===== src/rtl/strap_cfg_pkg.sv =====
// Purpose: Shared constants and types for strap decode and switching clock
// Assumes: 50 MHz system clock, 30 MHz reference arrives as a one-cycle enable
// Notes: Register byte offsets are word aligned on AXI4-Lite
package strap_cfg_pkg;
  localparam int unsigned CLK_HZ = 50000000;
  localparam int unsigned REF_HZ = 30000000;
  localparam logic [7:0] DIV_MIN = 8'h1e;
  localparam logic [7:0] DIV_MAX = 8'h96;
  localparam logic [7:0] DIV_DEFAULT = 8'h3c;
  localparam logic [15:0] FREQ_MIN_KHZ = 16'h00c8;
  localparam logic [15:0] FREQ_MAX_KHZ = 16'h03e8;
  localparam logic [7:0] CMD_FREQUENCY_SWITCH = 8'h33;
  localparam logic [7:0] CMD_MFR_STATUS = 8'h80;
  localparam logic [7:0] CMD_LOOP_TUNING = 8'hdf;
  // AXI byte offsets
  localparam logic [7:0] OFS_FREQ = 8'h00;
  localparam logic [7:0] OFS_OPTIONS = 8'h04;
  localparam logic [7:0] OFS_FAULT_LIMIT = 8'h08;
  localparam logic [7:0] OFS_LOOP_TUNING = 8'h0c;
  localparam logic [7:0] OFS_LIMITS = 8'h10;
  localparam logic [7:0] OFS_MFR_STATUS = 8'h14;
  localparam logic [7:0] OFS_CONTROL = 8'h18;
  localparam logic [7:0] OFS_STORE = 8'h1c;
  localparam logic [7:0] RESIDUAL_FIXED = 8'h4f;
  localparam logic [7:0] INTEGRAL_FIXED = 8'h64;
  localparam logic [3:0] OPEN_CODE_FAULT = 4'h1;
  localparam logic [3:0] OPEN_CODE_GAIN = 4'h2;
  localparam logic [7:0] STRAP_SETTLE_CYC = 8'h10;
  // Clock loss: no edge seen for this many 50 MHz cycles (>5 us at 200 kHz)
  localparam int unsigned LOSS_TIME_NS = 10000;
  localparam int unsigned LOSS_CYC = LOSS_TIME_NS / 20;
  localparam logic [1:0] AXI_OKAY = 2'b00;
  localparam logic [1:0] AXI_SLVERR = 2'b10;

  typedef struct packed {
    logic retry;
    logic diode_emul;
    logic [7:0] limit_a;
  } fault_cfg_t;

  typedef struct packed {
    logic [15:0] gain;
    logic [7:0] residual;
    logic [7:0] integral;
  } tuning_t;

  typedef struct packed {
    logic signed [7:0] oc_fault;
    logic signed [7:0] avg_oc_fault;
    logic signed [7:0] oc_warn;
    logic signed [7:0] avg_uc_fault;
    logic signed [7:0] uc_fault;
  } limits_t;
endpackage


===== src/rtl/strap_config_clock.sv =====
// Purpose: Strap decode, host settings and switching clock control
// Assumes: AXI4-Lite slave, one outstanding read and write
// Notes: Strap settings hold until reset or a host write overrides them
`timescale 1ns/10ps
// Function
// - Sample straps once at power-up, decode, apply before regulation may start
// - Switching frequency 200 kHz to 1 MHz from host command 33h, 500 kHz after reset
// - Switching clock is the 30 MHz reference divided by N, 30 to 150
// - Non-exact host frequency picks the whole-number divider giving the nearest frequency
// - Accept an external clock on the sync pin in external mode
// - Drive the sync pin as clock output when on the internal oscillator
// - External clock loss sets the period fault flag and shuts output down
// - After loss, next enable runs internal oscillator at programmed frequency
// - Sync resumes only after reset or host reselecting external clock
// - Fault strap gives retry, diode emulation, 20 to 50 A; open is code 1
// - Gain strap gives gain 250 to 1000 and clock choice; open is code 2
// - Strapped gain fixes residual at 79 and integral at 100
// - Derived current limits at 1, 0.8, 0.7, -0.8, -1 times the limit
// - All settings host-readable, all but the derived limits host-writable; store request to config_store
module strap_config_clock
  import strap_cfg_pkg::*;
(
  input wire logic clk,
  input wire logic resetn,
  input wire logic ref_tick,
  input wire logic [3:0] fault_limit_strap,
  input wire logic [3:0] gain_clocksel_strap,
  input wire logic enable_pin,
  input wire logic sync_in,
  output logic sync_out,
  output logic sync_oe,
  output logic sw_clk,
  output logic run,
  output logic store_req,
  output strap_cfg_pkg::fault_cfg_t fault_cfg,
  output strap_cfg_pkg::tuning_t loop_tuning,
  output strap_cfg_pkg::limits_t limits,
  input wire logic [7:0] s_axi_awaddr,
  input wire logic s_axi_awvalid,
  output logic s_axi_awready,
  input wire logic [31:0] s_axi_wdata,
  input wire logic [3:0] s_axi_wstrb,
  input wire logic s_axi_wvalid,
  output logic s_axi_wready,
  output logic [1:0] s_axi_bresp,
  output logic s_axi_bvalid,
  input wire logic s_axi_bready,
  input wire logic [7:0] s_axi_araddr,
  input wire logic s_axi_arvalid,
  output logic s_axi_arready,
  output logic [31:0] s_axi_rdata,
  output logic [1:0] s_axi_rresp,
  output logic s_axi_rvalid,
  input wire logic s_axi_rready
);
  import strap_cfg_pkg::*;

  typedef enum logic [1:0] {ST_STRAP = 2'b00, ST_IDLE = 2'b01, ST_RUN = 2'b10,
    ST_FAULT = 2'b11} state_t;

  // Nearest frequency, not nearest divider: the two differ near half steps
  function automatic logic [7:0] khz_to_div(input logic [15:0] khz);
    logic [31:0] k;
    logic [31:0] q;
    k = {16'h0, khz};
    q = 32'd0;
    if (khz < FREQ_MIN_KHZ)
      return DIV_MAX;
    if (khz > FREQ_MAX_KHZ)
      return DIV_MIN;
    q = 32'd30000 / k;
    if (32'd2 * k * q * (q + 32'd1) < 32'd30000 * (32'd2 * q + 32'd1))
      q = q + 32'd1;
    return q[7:0];
  endfunction

  function automatic logic [15:0] div_to_khz(input logic [7:0] n);
    logic [15:0] q;
    q = 16'(32'd30000 / {24'h0, n});
    return q;
  endfunction

  function automatic limits_t derive(input logic [7:0] a);
    limits_t l;
    l.oc_fault = a;
    l.avg_oc_fault = 8'((16'(a) * 16'h0004) / 16'h0005);
    l.oc_warn = 8'((16'(a) * 16'h0007) / 16'h000a);
    l.avg_uc_fault = -l.avg_oc_fault;
    l.uc_fault = -a;
    return l;
  endfunction

  function automatic logic [15:0] gain_of(input logic [2:0] c);
    case (c)
      3'h0: return 16'h00fa;
      3'h1: return 16'h012c;
      3'h2: return 16'h0190;
      3'h3: return 16'h01f4;
      3'h4: return 16'h0258;
      3'h5: return 16'h02bc;
      3'h6: return 16'h0320;
      default: return 16'h03e8;
    endcase
  endfunction

  logic [3:0] fault_code, gain_code;
  logic strap_done;
  logic sy1_ff, sy2_ff, sy3_ff, sync_lvl_ff;
  logic en1_ff, en2_ff, en3_ff, en_lvl_ff;
  logic ext_lost, gen_clk;
  logic use_ext_ff, ext_sel_ff, ext_fault_ff, applied_ff;
  logic [7:0] div_ff;
  state_t state_ff;
  logic wr_go, aw_ok, w_ok;
  logic [7:0] awaddr_ff;
  logic [31:0] wdata_ff;
  logic aw_have_ff, w_have_ff;

  strap_sampler u_sampler (
    .clk(clk),
    .resetn(resetn),
    .fault_limit_strap(fault_limit_strap),
    .gain_clocksel_strap(gain_clocksel_strap),
    .fault_code(fault_code),
    .gain_code(gain_code),
    .done(strap_done)
  );

  switch_clock_gen u_clkgen (
    .clk(clk),
    .resetn(resetn),
    .ref_tick(ref_tick),
    .divider(div_ff),
    .use_ext(use_ext_ff),
    .sync_level(sync_lvl_ff),
    .sw_clk(gen_clk),
    .ext_lost(ext_lost)
  );

  // Pin filters: level changes once stages two and three agree
  always_ff @(posedge clk or negedge resetn)
  begin
    if (!resetn)
    begin
      {sy1_ff, sy2_ff, sy3_ff, sync_lvl_ff} <= 4'h0;
      {en1_ff, en2_ff, en3_ff, en_lvl_ff} <= 4'h0;
    end
    else
    begin
      sy1_ff <= sync_in;
      sy2_ff <= sy1_ff;
      sy3_ff <= sy2_ff;
      if (sy2_ff == sy3_ff)
        sync_lvl_ff <= sy3_ff;
      en1_ff <= enable_pin;
      en2_ff <= en1_ff;
      en3_ff <= en2_ff;
      if (en2_ff == en3_ff)
        en_lvl_ff <= en3_ff;
    end
  end

  // AXI write channel capture, either order
  assign aw_ok = s_axi_awvalid && s_axi_awready;
  assign w_ok = s_axi_wvalid && s_axi_wready;
  assign wr_go = aw_have_ff && w_have_ff && !s_axi_bvalid;

  always_ff @(posedge clk or negedge resetn)
  begin
    if (!resetn)
    begin
      aw_have_ff <= 1'b0;
      w_have_ff <= 1'b0;
      awaddr_ff <= 8'h00;
      wdata_ff <= 32'h0;
      s_axi_awready <= 1'b0;
      s_axi_wready <= 1'b0;
      s_axi_bvalid <= 1'b0;
      s_axi_bresp <= AXI_OKAY;
    end
    else
    begin
      s_axi_awready <= !aw_have_ff && !aw_ok;
      s_axi_wready <= !w_have_ff && !w_ok;
      if (aw_ok)
      begin
        aw_have_ff <= 1'b1;
        awaddr_ff <= s_axi_awaddr;
      end
      if (w_ok)
      begin
        w_have_ff <= 1'b1;
        wdata_ff <= s_axi_wdata;
      end
      if (wr_go)
      begin
        aw_have_ff <= 1'b0;
        w_have_ff <= 1'b0;
        s_axi_bvalid <= 1'b1;
        s_axi_bresp <= (awaddr_ff <= OFS_STORE && awaddr_ff[1:0] == 2'b00
          && awaddr_ff != OFS_LIMITS && awaddr_ff != OFS_MFR_STATUS) ? AXI_OKAY : AXI_SLVERR;
      end
      else if (s_axi_bvalid && s_axi_bready)
        s_axi_bvalid <= 1'b0;
    end
  end

  // Settings: strap decode first, host writes override afterwards
  always_ff @(posedge clk or negedge resetn)
  begin
    if (!resetn)
    begin
      applied_ff <= 1'b0;
      div_ff <= DIV_DEFAULT;
      ext_sel_ff <= 1'b0;
      fault_cfg <= '0;
      loop_tuning <= '0;
      limits <= '0;
      store_req <= 1'b0;
    end
    else
    begin
      store_req <= 1'b0;
      if (strap_done && !applied_ff)
      begin
        applied_ff <= 1'b1;
        fault_cfg.retry <= fault_code[3];
        fault_cfg.diode_emul <= fault_code[2];
        fault_cfg.limit_a <= 8'h14 + 8'(fault_code[1:0]) * 8'h0a;
        limits <= derive(8'h14 + 8'(fault_code[1:0]) * 8'h0a);
        loop_tuning.gain <= gain_of(gain_code[2:0]);
        loop_tuning.residual <= RESIDUAL_FIXED;
        loop_tuning.integral <= INTEGRAL_FIXED;
        ext_sel_ff <= gain_code[3];
      end
      else if (wr_go && applied_ff)
      begin
        case (awaddr_ff)
          OFS_FREQ: if (s_axi_wstrb[1:0] == 2'b11)
            div_ff <= khz_to_div(wdata_ff[15:0]);
          OFS_OPTIONS: if (s_axi_wstrb[0])
            ext_sel_ff <= wdata_ff[0];
          OFS_FAULT_LIMIT: if (s_axi_wstrb[0])
          begin
            fault_cfg.retry <= wdata_ff[9];
            fault_cfg.diode_emul <= wdata_ff[8];
            fault_cfg.limit_a <= wdata_ff[7:0];
            limits <= derive(wdata_ff[7:0]);
          end
          OFS_LOOP_TUNING: if (s_axi_wstrb == 4'hf)
            loop_tuning <= wdata_ff;
          OFS_STORE: store_req <= wdata_ff[0];
          default: ;
        endcase
      end
    end
  end

  // Sync ownership, loss fault and enable sequencing
  always_ff @(posedge clk or negedge resetn)
  begin
    if (!resetn)
    begin
      state_ff <= ST_STRAP;
      use_ext_ff <= 1'b0;
      ext_fault_ff <= 1'b0;
      run <= 1'b0;
      sync_oe <= 1'b0;
      sync_out <= 1'b0;
      sw_clk <= 1'b0;
    end
    else
    begin
      if (wr_go && awaddr_ff == OFS_OPTIONS && s_axi_wstrb[0] && wdata_ff[0])
        use_ext_ff <= 1'b1;
      else if (wr_go && awaddr_ff == OFS_OPTIONS && s_axi_wstrb[0])
        use_ext_ff <= 1'b0;
      else if (ext_lost)
        use_ext_ff <= 1'b0;
      else if (state_ff == ST_STRAP && applied_ff)
        use_ext_ff <= ext_sel_ff;
      if (ext_lost)
        ext_fault_ff <= 1'b1;
      sync_oe <= !use_ext_ff;
      sync_out <= gen_clk;
      sw_clk <= gen_clk && run;
      case (state_ff)
        ST_STRAP: if (applied_ff) state_ff <= ST_IDLE;
        ST_IDLE: if (en_lvl_ff)
        begin
          state_ff <= ST_RUN;
          run <= 1'b1;
        end
        ST_RUN: if (ext_lost)
        begin
          state_ff <= ST_FAULT;
          run <= 1'b0;
        end
        else if (!en_lvl_ff)
        begin
          state_ff <= ST_IDLE;
          run <= 1'b0;
        end
        ST_FAULT: if (!en_lvl_ff) state_ff <= ST_IDLE;
        default: state_ff <= ST_IDLE;
      endcase
    end
  end

  always_ff @(posedge clk or negedge resetn)
  begin
    if (!resetn)
    begin
      s_axi_arready <= 1'b0;
      s_axi_rvalid <= 1'b0;
      s_axi_rdata <= 32'h0;
      s_axi_rresp <= AXI_OKAY;
    end
    else if (s_axi_rvalid)
    begin
      if (s_axi_rready)
        s_axi_rvalid <= 1'b0;
      s_axi_arready <= 1'b0;
    end
    else if (s_axi_arvalid && s_axi_arready)
    begin
      s_axi_arready <= 1'b0;
      s_axi_rvalid <= 1'b1;
      s_axi_rresp <= AXI_OKAY;
      case (s_axi_araddr)
        OFS_FREQ: s_axi_rdata <= {8'h0, div_ff, div_to_khz(div_ff)};
        OFS_OPTIONS: s_axi_rdata <= {31'h0, ext_sel_ff};
        OFS_FAULT_LIMIT: s_axi_rdata <= {22'h0, fault_cfg};
        OFS_LOOP_TUNING: s_axi_rdata <= loop_tuning;
        OFS_LIMITS: s_axi_rdata <= limits[39:8];
        OFS_MFR_STATUS: s_axi_rdata <= {27'h0, state_ff, use_ext_ff, run, ext_fault_ff};
        OFS_CONTROL: s_axi_rdata <= {24'h0, limits[7:0]};
        OFS_STORE: s_axi_rdata <= 32'h0;
        default:
        begin
          s_axi_rdata <= 32'h0;
          s_axi_rresp <= AXI_SLVERR;
        end
      endcase
    end
    else
      s_axi_arready <= 1'b1;
  end

  no_run_early_a: assert property (@(posedge clk) disable iff (!resetn)
    run |-> applied_ff)
    else $error("regulation before straps applied");
  loss_shutdown_a: assert property (@(posedge clk) disable iff (!resetn)
    ext_lost && state_ff == ST_RUN |=> !run && ext_fault_ff)
    else $error("clock loss did not shut down");
  sync_drive_a: assert property (@(posedge clk) disable iff (!resetn)
    !use_ext_ff |=> sync_oe)
    else $error("sync pin not driven on internal clock");
  div_range_a: assert property (@(posedge clk) disable iff (!resetn)
    div_ff >= DIV_MIN && div_ff <= DIV_MAX)
    else $error("divider out of range");
  fixed_tuning_a: assert property (@(posedge clk) disable iff (!resetn)
    $rose(applied_ff) |-> loop_tuning.residual == 8'h4f && loop_tuning.integral == 8'h64)
    else $error("strapped tuning not fixed");
  derived_lim_a: assert property (@(posedge clk) disable iff (!resetn)
    limits.uc_fault == -limits.oc_fault)
    else $error("limits not symmetric");
  fallback_int_a: assert property (@(posedge clk) disable iff (!resetn)
    ext_lost && !wr_go |=> !use_ext_ff)
    else $error("external clock kept after loss");
  strap_hold_a: assert property (@(posedge clk) disable iff (!resetn)
    applied_ff && !wr_go |=> $stable(fault_cfg))
    else $error("fault settings moved without write");
endmodule


===== src/rtl/strap_sampler.sv =====
// Purpose: Synchronise and latch the two 4-bit strap codes once after reset
// Assumes: Strap codes come from the pin reader, asynchronous to clk
// Notes: Later strap changes are ignored until the next reset
`timescale 1ns/10ps
module strap_sampler
  import strap_cfg_pkg::*;
(
  input wire logic clk,
  input wire logic resetn,
  input wire logic [3:0] fault_limit_strap,
  input wire logic [3:0] gain_clocksel_strap,
  output logic [3:0] fault_code,
  output logic [3:0] gain_code,
  output logic done
);
  logic [7:0] s1_ff, s2_ff, s3_ff;
  logic [7:0] settle_ff;

  always_ff @(posedge clk or negedge resetn)
  begin
    if (!resetn)
    begin
      s1_ff <= 8'h00;
      s2_ff <= 8'h00;
      s3_ff <= 8'h00;
    end
    else
    begin
      s1_ff <= {fault_limit_strap, gain_clocksel_strap};
      s2_ff <= s1_ff;
      s3_ff <= s2_ff;
    end
  end

  // Wait for a steady code before sampling once
  always_ff @(posedge clk or negedge resetn)
  begin
    if (!resetn)
    begin
      settle_ff <= 8'h00;
      done <= 1'b0;
      fault_code <= OPEN_CODE_FAULT;
      gain_code <= OPEN_CODE_GAIN;
    end
    else if (!done)
    begin
      if (s2_ff != s3_ff)
        settle_ff <= 8'h00;
      else if (settle_ff == STRAP_SETTLE_CYC)
      begin
        done <= 1'b1;
        fault_code <= s3_ff[7:4];
        gain_code <= s3_ff[3:0];
      end
      else
        settle_ff <= settle_ff + 8'h01;
    end
  end

  sample_once_a: assert property (@(posedge clk) disable iff (!resetn)
    done |=> done && $stable(fault_code) && $stable(gain_code))
    else $error("strap code changed after sampling");
endmodule


===== src/rtl/switch_clock_gen.sv =====
// Purpose: Divide the reference enable into the switching clock, watch sync
// Assumes: ref_tick is a one-cycle enable at the reference rate
// Notes: External sync mode follows the filtered sync pin edges
`timescale 1ns/10ps
module switch_clock_gen
  import strap_cfg_pkg::*;
(
  input wire logic clk,
  input wire logic resetn,
  input wire logic ref_tick,
  input wire logic [7:0] divider,
  input wire logic use_ext,
  input wire logic sync_level,
  output logic sw_clk,
  output logic ext_lost
);
  logic [7:0] cnt_ff;
  logic int_clk_ff;
  logic sync_d_ff;
  logic [9:0] idle_ff;
  logic sync_rise;

  assign sync_rise = sync_level && !sync_d_ff;

  always_ff @(posedge clk or negedge resetn)
  begin
    if (!resetn)
    begin
      cnt_ff <= 8'h00;
      int_clk_ff <= 1'b0;
    end
    else if (ref_tick)
    begin
      if (cnt_ff >= divider - 8'h01)
        cnt_ff <= 8'h00;
      else
        cnt_ff <= cnt_ff + 8'h01;
      int_clk_ff <= (cnt_ff < {1'b0, divider[7:1]});
    end
  end

  // Loss watchdog counts system cycles between sync edges
  always_ff @(posedge clk or negedge resetn)
  begin
    if (!resetn)
    begin
      sync_d_ff <= 1'b0;
      idle_ff <= 10'h000;
      ext_lost <= 1'b0;
      sw_clk <= 1'b0;
    end
    else
    begin
      sync_d_ff <= sync_level;
      if (!use_ext || sync_rise)
        idle_ff <= 10'h000;
      else if (idle_ff != 10'(LOSS_CYC))
        idle_ff <= idle_ff + 10'h001;
      ext_lost <= use_ext && (idle_ff == 10'(LOSS_CYC));
      sw_clk <= use_ext ? sync_level : int_clk_ff;
    end
  end
endmodule


===== config.mk =====
export PLATFORM = sky130hd
export DESIGN_NAME = strap_config_clock
export DESIGN_NICKNAME = d
export VERILOG_FILES = /design/src/rtl/strap_cfg_pkg.sv /design/src/rtl/strap_config_clock.sv /design/src/rtl/strap_sampler.sv /design/src/rtl/switch_clock_gen.sv
export SDC_FILE = /design/constraint.sdc
export NUM_CORES = 2
export LEC_CHECK = 0
export BUFFER_PORTS_ARGS = -buffer_cell sky130_fd_sc_hd__buf_2
export CORE_UTILIZATION = 36
export DETAILED_ROUTE_END_ITERATION = 8
export PLACE_DENSITY = 0.61
export SYNTH_ARGS = -nofsm -noshare
export SYNTH_HDL_FRONTEND = slang
export SYNTH_HIERARCHICAL = 1
export SYNTH_SLANG_ARGS = --single-unit

===== constraint.sdc =====
create_clock -name clk -period 306.6 [get_ports clk]
set_clock_uncertainty 0.15 [all_clocks]
set_input_delay 61.32 -clock clk [delete_from_list [all_inputs] [get_ports clk]]
set_output_delay 61.32 -clock clk [all_outputs]
set_load 0.01 [all_outputs]

Word-level counts from Yosys, hierarchy flattened --
Cells that the tools add are included.
Word-level totals: input bits 70, bits in registers 255
Cells by class: order comparisons 6, $add $sub $neg 11, $mul 6, reduce and logical (&&, ||, !) cells 56, bitwise gates (word level) 4, divide/modulo/power cells 6, equality and inequality tests 34, mux-type cells 72
Operators with widths (count):
- $pmux W32 S7 | 1
- $mux W40 | 4
- $mux W32 | 4
- $pmux W10 S7 | 1
- $add A32 B1 Y32 const B | 2
- $mux W8 | 8
- $mux W10 | 6
- $eq A8 B5 Y1 const B | 6
- $mux W1 | 40
- $div A10 B3 Y16 const B | 2
- $div A11 B4 Y16 const B | 2
- $div A15 B16 Y32 const A | 1
- $div A15 B8 Y32 const A | 1
- $eq A8 B4 Y1 const B | 4
- $lt A32 B32 Y1 | 1
- $mul A11 B32 Y28 const A | 1
- $mul A16 B32 Y31 | 1
- $mul A31 B32 Y31 | 1
- $neg A8 Y8 | 3
- $reduce_bool A2 Y1 | 11
- $logic_and A1 B1 Y1 | 20
- $add A8 B1 Y8 const B | 2
- $eq A8 B3 Y1 const B | 2
- $gt A16 B10 Y1 const B | 1
- 39 further kinds | 70

Longest topological paths before layout --
depth after elaboration 13, mapped depth 656

Cells and area by module --
Netlist, hierarchy kept.
By module, submodules not included:
- strap_config_clock | seq. area each 4509.3 um2, area each 85189.2 um2, instances 1, cells each 11357
- strap_sampler | seq. area each 1028.5 um2, area each 1526.5 um2, instances 1, cells each 108
- switch_clock_gen | seq. area each 550.5 um2, area each 1456.4 um2, instances 1, cells each 158

Least setup slack after synthesis --
OpenSTA, ideal clock, no wires.
path type reg2reg, from reg wdata_ff[0], to reg div_ff[3], clock period less this slack 117202 ps, path buffers 58, path slack 189398 ps, arrival time 116940 ps, cell stages (with the launch flop) 639, setup time 112 ps, cells stage by stage dfrtp_1 > inv_1 > clkbuf_1 > clkbuf_1 > buf_1 > clkbuf_1 > clkbuf_1 > ha_1 > and2_1 > clkbuf_1 > nand4_1 > a22oi_1 > ha_1 > nand4_1 > o21ai_1 > a21oi_1 > nand3b_1 > nand2_1 > [... 603 more ...] > xnor2_1 > xnor2_1 > xnor2_1 > xnor2_1 > xnor2_1 > xnor2_1 > xnor2_1 > xnor3_1 > xor2_1 > ha_1 > nand4_1 > nor2_1 > a221oi_1 > nand3_1 > xnor2_1 > nand2_1 > nand2_1 > o21ai_0
Between the ends: cells in the longest elaborated chain, start to end 9
Ends and longest elaborated chain:
- start, declared | RTL line strap_config_clock.sv:116 | logic [31:0] wdata_ff;
- start signal, assigned | RTL line strap_config_clock.sv:193 | wdata_ff <= s_axi_wdata;
- parallel branches: the longest is 8 deep, another holds $div A15 B16 Y32
- $mux W8 (*) | RTL line strap_config_clock.sv:69 | if (khz > FREQ_MAX_KHZ)
- end signal, assigned | RTL line strap_config_clock.sv:240 | div_ff <= khz_to_div(wdata_ff[15:0]);
- end, declared | RTL line strap_config_clock.sv:112 | logic [7:0] div_ff;
Every way passes the cells marked *. The select of a mux whose other input is x is not followed. A chain may end at the register's enable or synchronous reset.

Final worst setup path --
from reg wdata_ff[1], to reg div_ff[7]
Same word-level chain as after synthesis.

==> impl_results.md <==
* Crit-path leading delay family: compound AO/OA/AOI/OAI gates
* Max Fclk at 7.79 MHz
* IO Count at 198
* CP Capture Type: flop
* Hold Startpoint: u_sampler/s1_ff[5]$_DFF_PN0_
* Final setup TNS at 0 ns
* Number of I/O port buffers at 195
* Cell mode on critical path: o21a_1
* Later-pin clock latency in the skew report at 0.69 ns
* Cell area after synthesis at 88200 um^2
* Max Slew Vio Count at 0
* Largest net degree at the start of global routing at 77
* Vias/cell at 5.70
* Placer congestion estimate at 0.966
* Post-Synthesis Cells at 11600
* Final setup fails at 0
* Reg-to-reg startpoint: wdata_ff[1]$_DFFE_PN0P_
* HPWL Detailed at 241 mm
* Antenna Violating Nets Remaining at 0
* Max stage delay cell, worst path: a21oi_2
* Vias after detailed routing at 84600
* Critical-path maximum fanout at 52
* Global-route wire length before repair at 471 mm
* Overflow after GRT at 0
* Setup Crit Path Kind: flop to flop
* Async S/R FF share, synth at 100%
* Number of flops mapped to enable cells by yosys at 0
* Yosys reg bits at 243
* WP data arrival at 128.87 ns
* Root buf cell: clkbuf_16
* Chip Width at 497 um
* Final #Nets at 13300
* CTS tree: built
* # resized after CTS at 0
* Period utilization at 41.9%
* Die ar. at 247000 um^2
* # fillers at 25400
* CP Launch Point: wdata_ff[1]$_DFFE_PN0P_
* Share of layout cells above drive strength 1 at 8.06%
* Post-CTS setup buffers at 0
* Commonest non-fill, non-tap cell in the layout: nand2_1
* Initial Util at 36.2%
* Critical path buffers and inverters at 57
* Slowest cell delay on critical path at 0.80 ns
* Post-Syn Area per Cell at 7.59 um^2
* Drt initial violations at 7674
* Depth of the CTS H-tree at 1
* # clock sinks at 243
* Final number of hold-violating endpoints at 0
* Worst hold-check path type: flop to flop
* RSZ-0062 raised after global routing: false
* Sequential area share after synthesis at 6.91%
* Initial antenna violation count at 15
* Core footprint at 243000 um^2
* Pre-antenna DRT Iters at 9
* Hold Buf Count CTS at 0
* Vias in the first global route at 80500
* Netlist cell types at 157
* Max Cap Viol at 0
* WL/cell at 20.3 um
* Startpoint types: flop
* Die height at 497 um
* Worst EP required at 307.03 ns
* Area Overhead vs Synth at 6.78%
* Status: complete, no violations
* Drt drc at 0
* Cts bufs inserted at 30
* Final wirelength at 302 mm
* Tightest Pin Transition at 1.29 ns
* Synth warnings at 6
* Clock slew at reported path FFs at 0.09 ns
* Min cycle time layout at 128.45 ns
* Highest-count cells in the layout ignoring fill and taps: nand2_1, inv_1, nor2_1
* Total track usage at 23.7%
* Site Rows at 181
* Clock Path Buffers at 3
* Rel. slew slack at 13.8%
* Main synth FF type: dfrtp_1
## final cells by class
cell class              instances  area, um^2  area share, %
inverters                    1297        4870           5.17
clock buffers                  38         841          0.893
well taps                    3202        4010           4.26
multi-input cells            9665       75700           80.4
repair buffers                376        2340           2.49
diodes                          3        7.51        0.00797
flip-flops and latches        243        6100           6.48
clock inverters                17         248          0.263
## path summary, 6_finish.rpt
check                                                to  slack (ns)  depth (start not counted)
setup / recovery                  div_ff[7]$_DFFE_PN0P_      178.15                        607
hold / removal             u_sampler/s2_ff[5]$_DFF_PN0_        0.19                          0
setup reg to reg                  div_ff[7]$_DFFE_PN0P_      178.15                        607
hold reg to reg            u_sampler/s2_ff[5]$_DFF_PN0_        0.19                          0
max in group asynchronous   s_axi_rdata[12]$_DFFE_PN0P_      243.59                          3
min in group asynchronous              en1_ff$_DFF_PN0_       60.50                          1
## flip-flops by register name, indices dropped and copies added, names as in the netlist, 2 cells and up
| signal | flops |
|---|---|
| u_sampler/fault_code | 4 |
| limits | 30 |
| u_sampler/s1_ff | 8 |
| state_ff | 2 |
| u_clkgen/idle_ff | 10 |
| div_ff | 8 |
| u_clkgen/cnt_ff | 8 |
| u_sampler/s3_ff | 8 |
| loop_tuning | 32 |
| wdata_ff | 32 |
| u_sampler/gain_code | 4 |
| s_axi_rdata | 32 |
| u_sampler/settle_ff | 8 |
| fault_cfg | 10 |
| u_sampler/s2_ff | 8 |
| awaddr_ff | 8 |
## cells by family after synthesis
| logic type | count (synthesis) | synth area share (%) |
|---|---|---|
| AOI/OAI and AO/OA | 2938 | 22.5 |
| xor gates and xnor gates | 689 | 6.87 |
| adders and majority gates | 1669 | 30.2 |
| buffers and inverters | 1717 | 7.53 |
| DFF | 243 | 6.91 |
| muxes | 274 | 3.44 |
| other | 2 | 0.00852 |
| and+or+nand+nor | 4091 | 22.5 |
## cell usage after synthesis, types with 122 or more instances
cell	number	area (um^2)
o21a_1	241	1810
a21oi_1	654	3270
nand2b_1	252	1580
nor3_1	279	1400
nand3_1	261	1310
ha_1	892	11200
and3_1	122	763
fa_1	771	15400
nor2_1	1022	3840
mux2_2	188	2120
dfrtp_1	237	5930
nand2_1	1324	4970
a21o_1	306	2300
xnor2_1	478	4190
o21ai_0	555	2780
and2_1	170	1060
xor2_1	209	1830
o31ai_1	139	1040
clkbuf_1	294	1100
inv_1	1272	4770
## stage by stage
stage	hold WS (ns)	area, um^2	std cells	setup WS [ns]	util [%]
3_3_place_gp	0.183	93100	14800	182.95	38.2
4_1_cts	0.199	94100	14800	179.61	38.7
3_5_place_dp	0.185	93100	14800	180.30	38.2
6_report	0.195	94200	14800	178.15	38.7
2_1_floorplan	0.181	88200	11600	189.40	-
5_1_grt	0.203	94200	14800	165.40	38.7
## routing by layer
metal,wire (um),vias to the layer above,track usage (%),share of wire [%]
met5,58,-,0,0.019
met4,10500,10,7.32,3.5
met3,25000,501,3.63,8.3
met2,131000,3135,37.5,43
met1,136000,40600,33.1,45
li1,-,40400,-,-
Power is left out: the tool's default activity adds up to more than one toggle a clock period on the data nets, which glitch-free logic cannot reach.
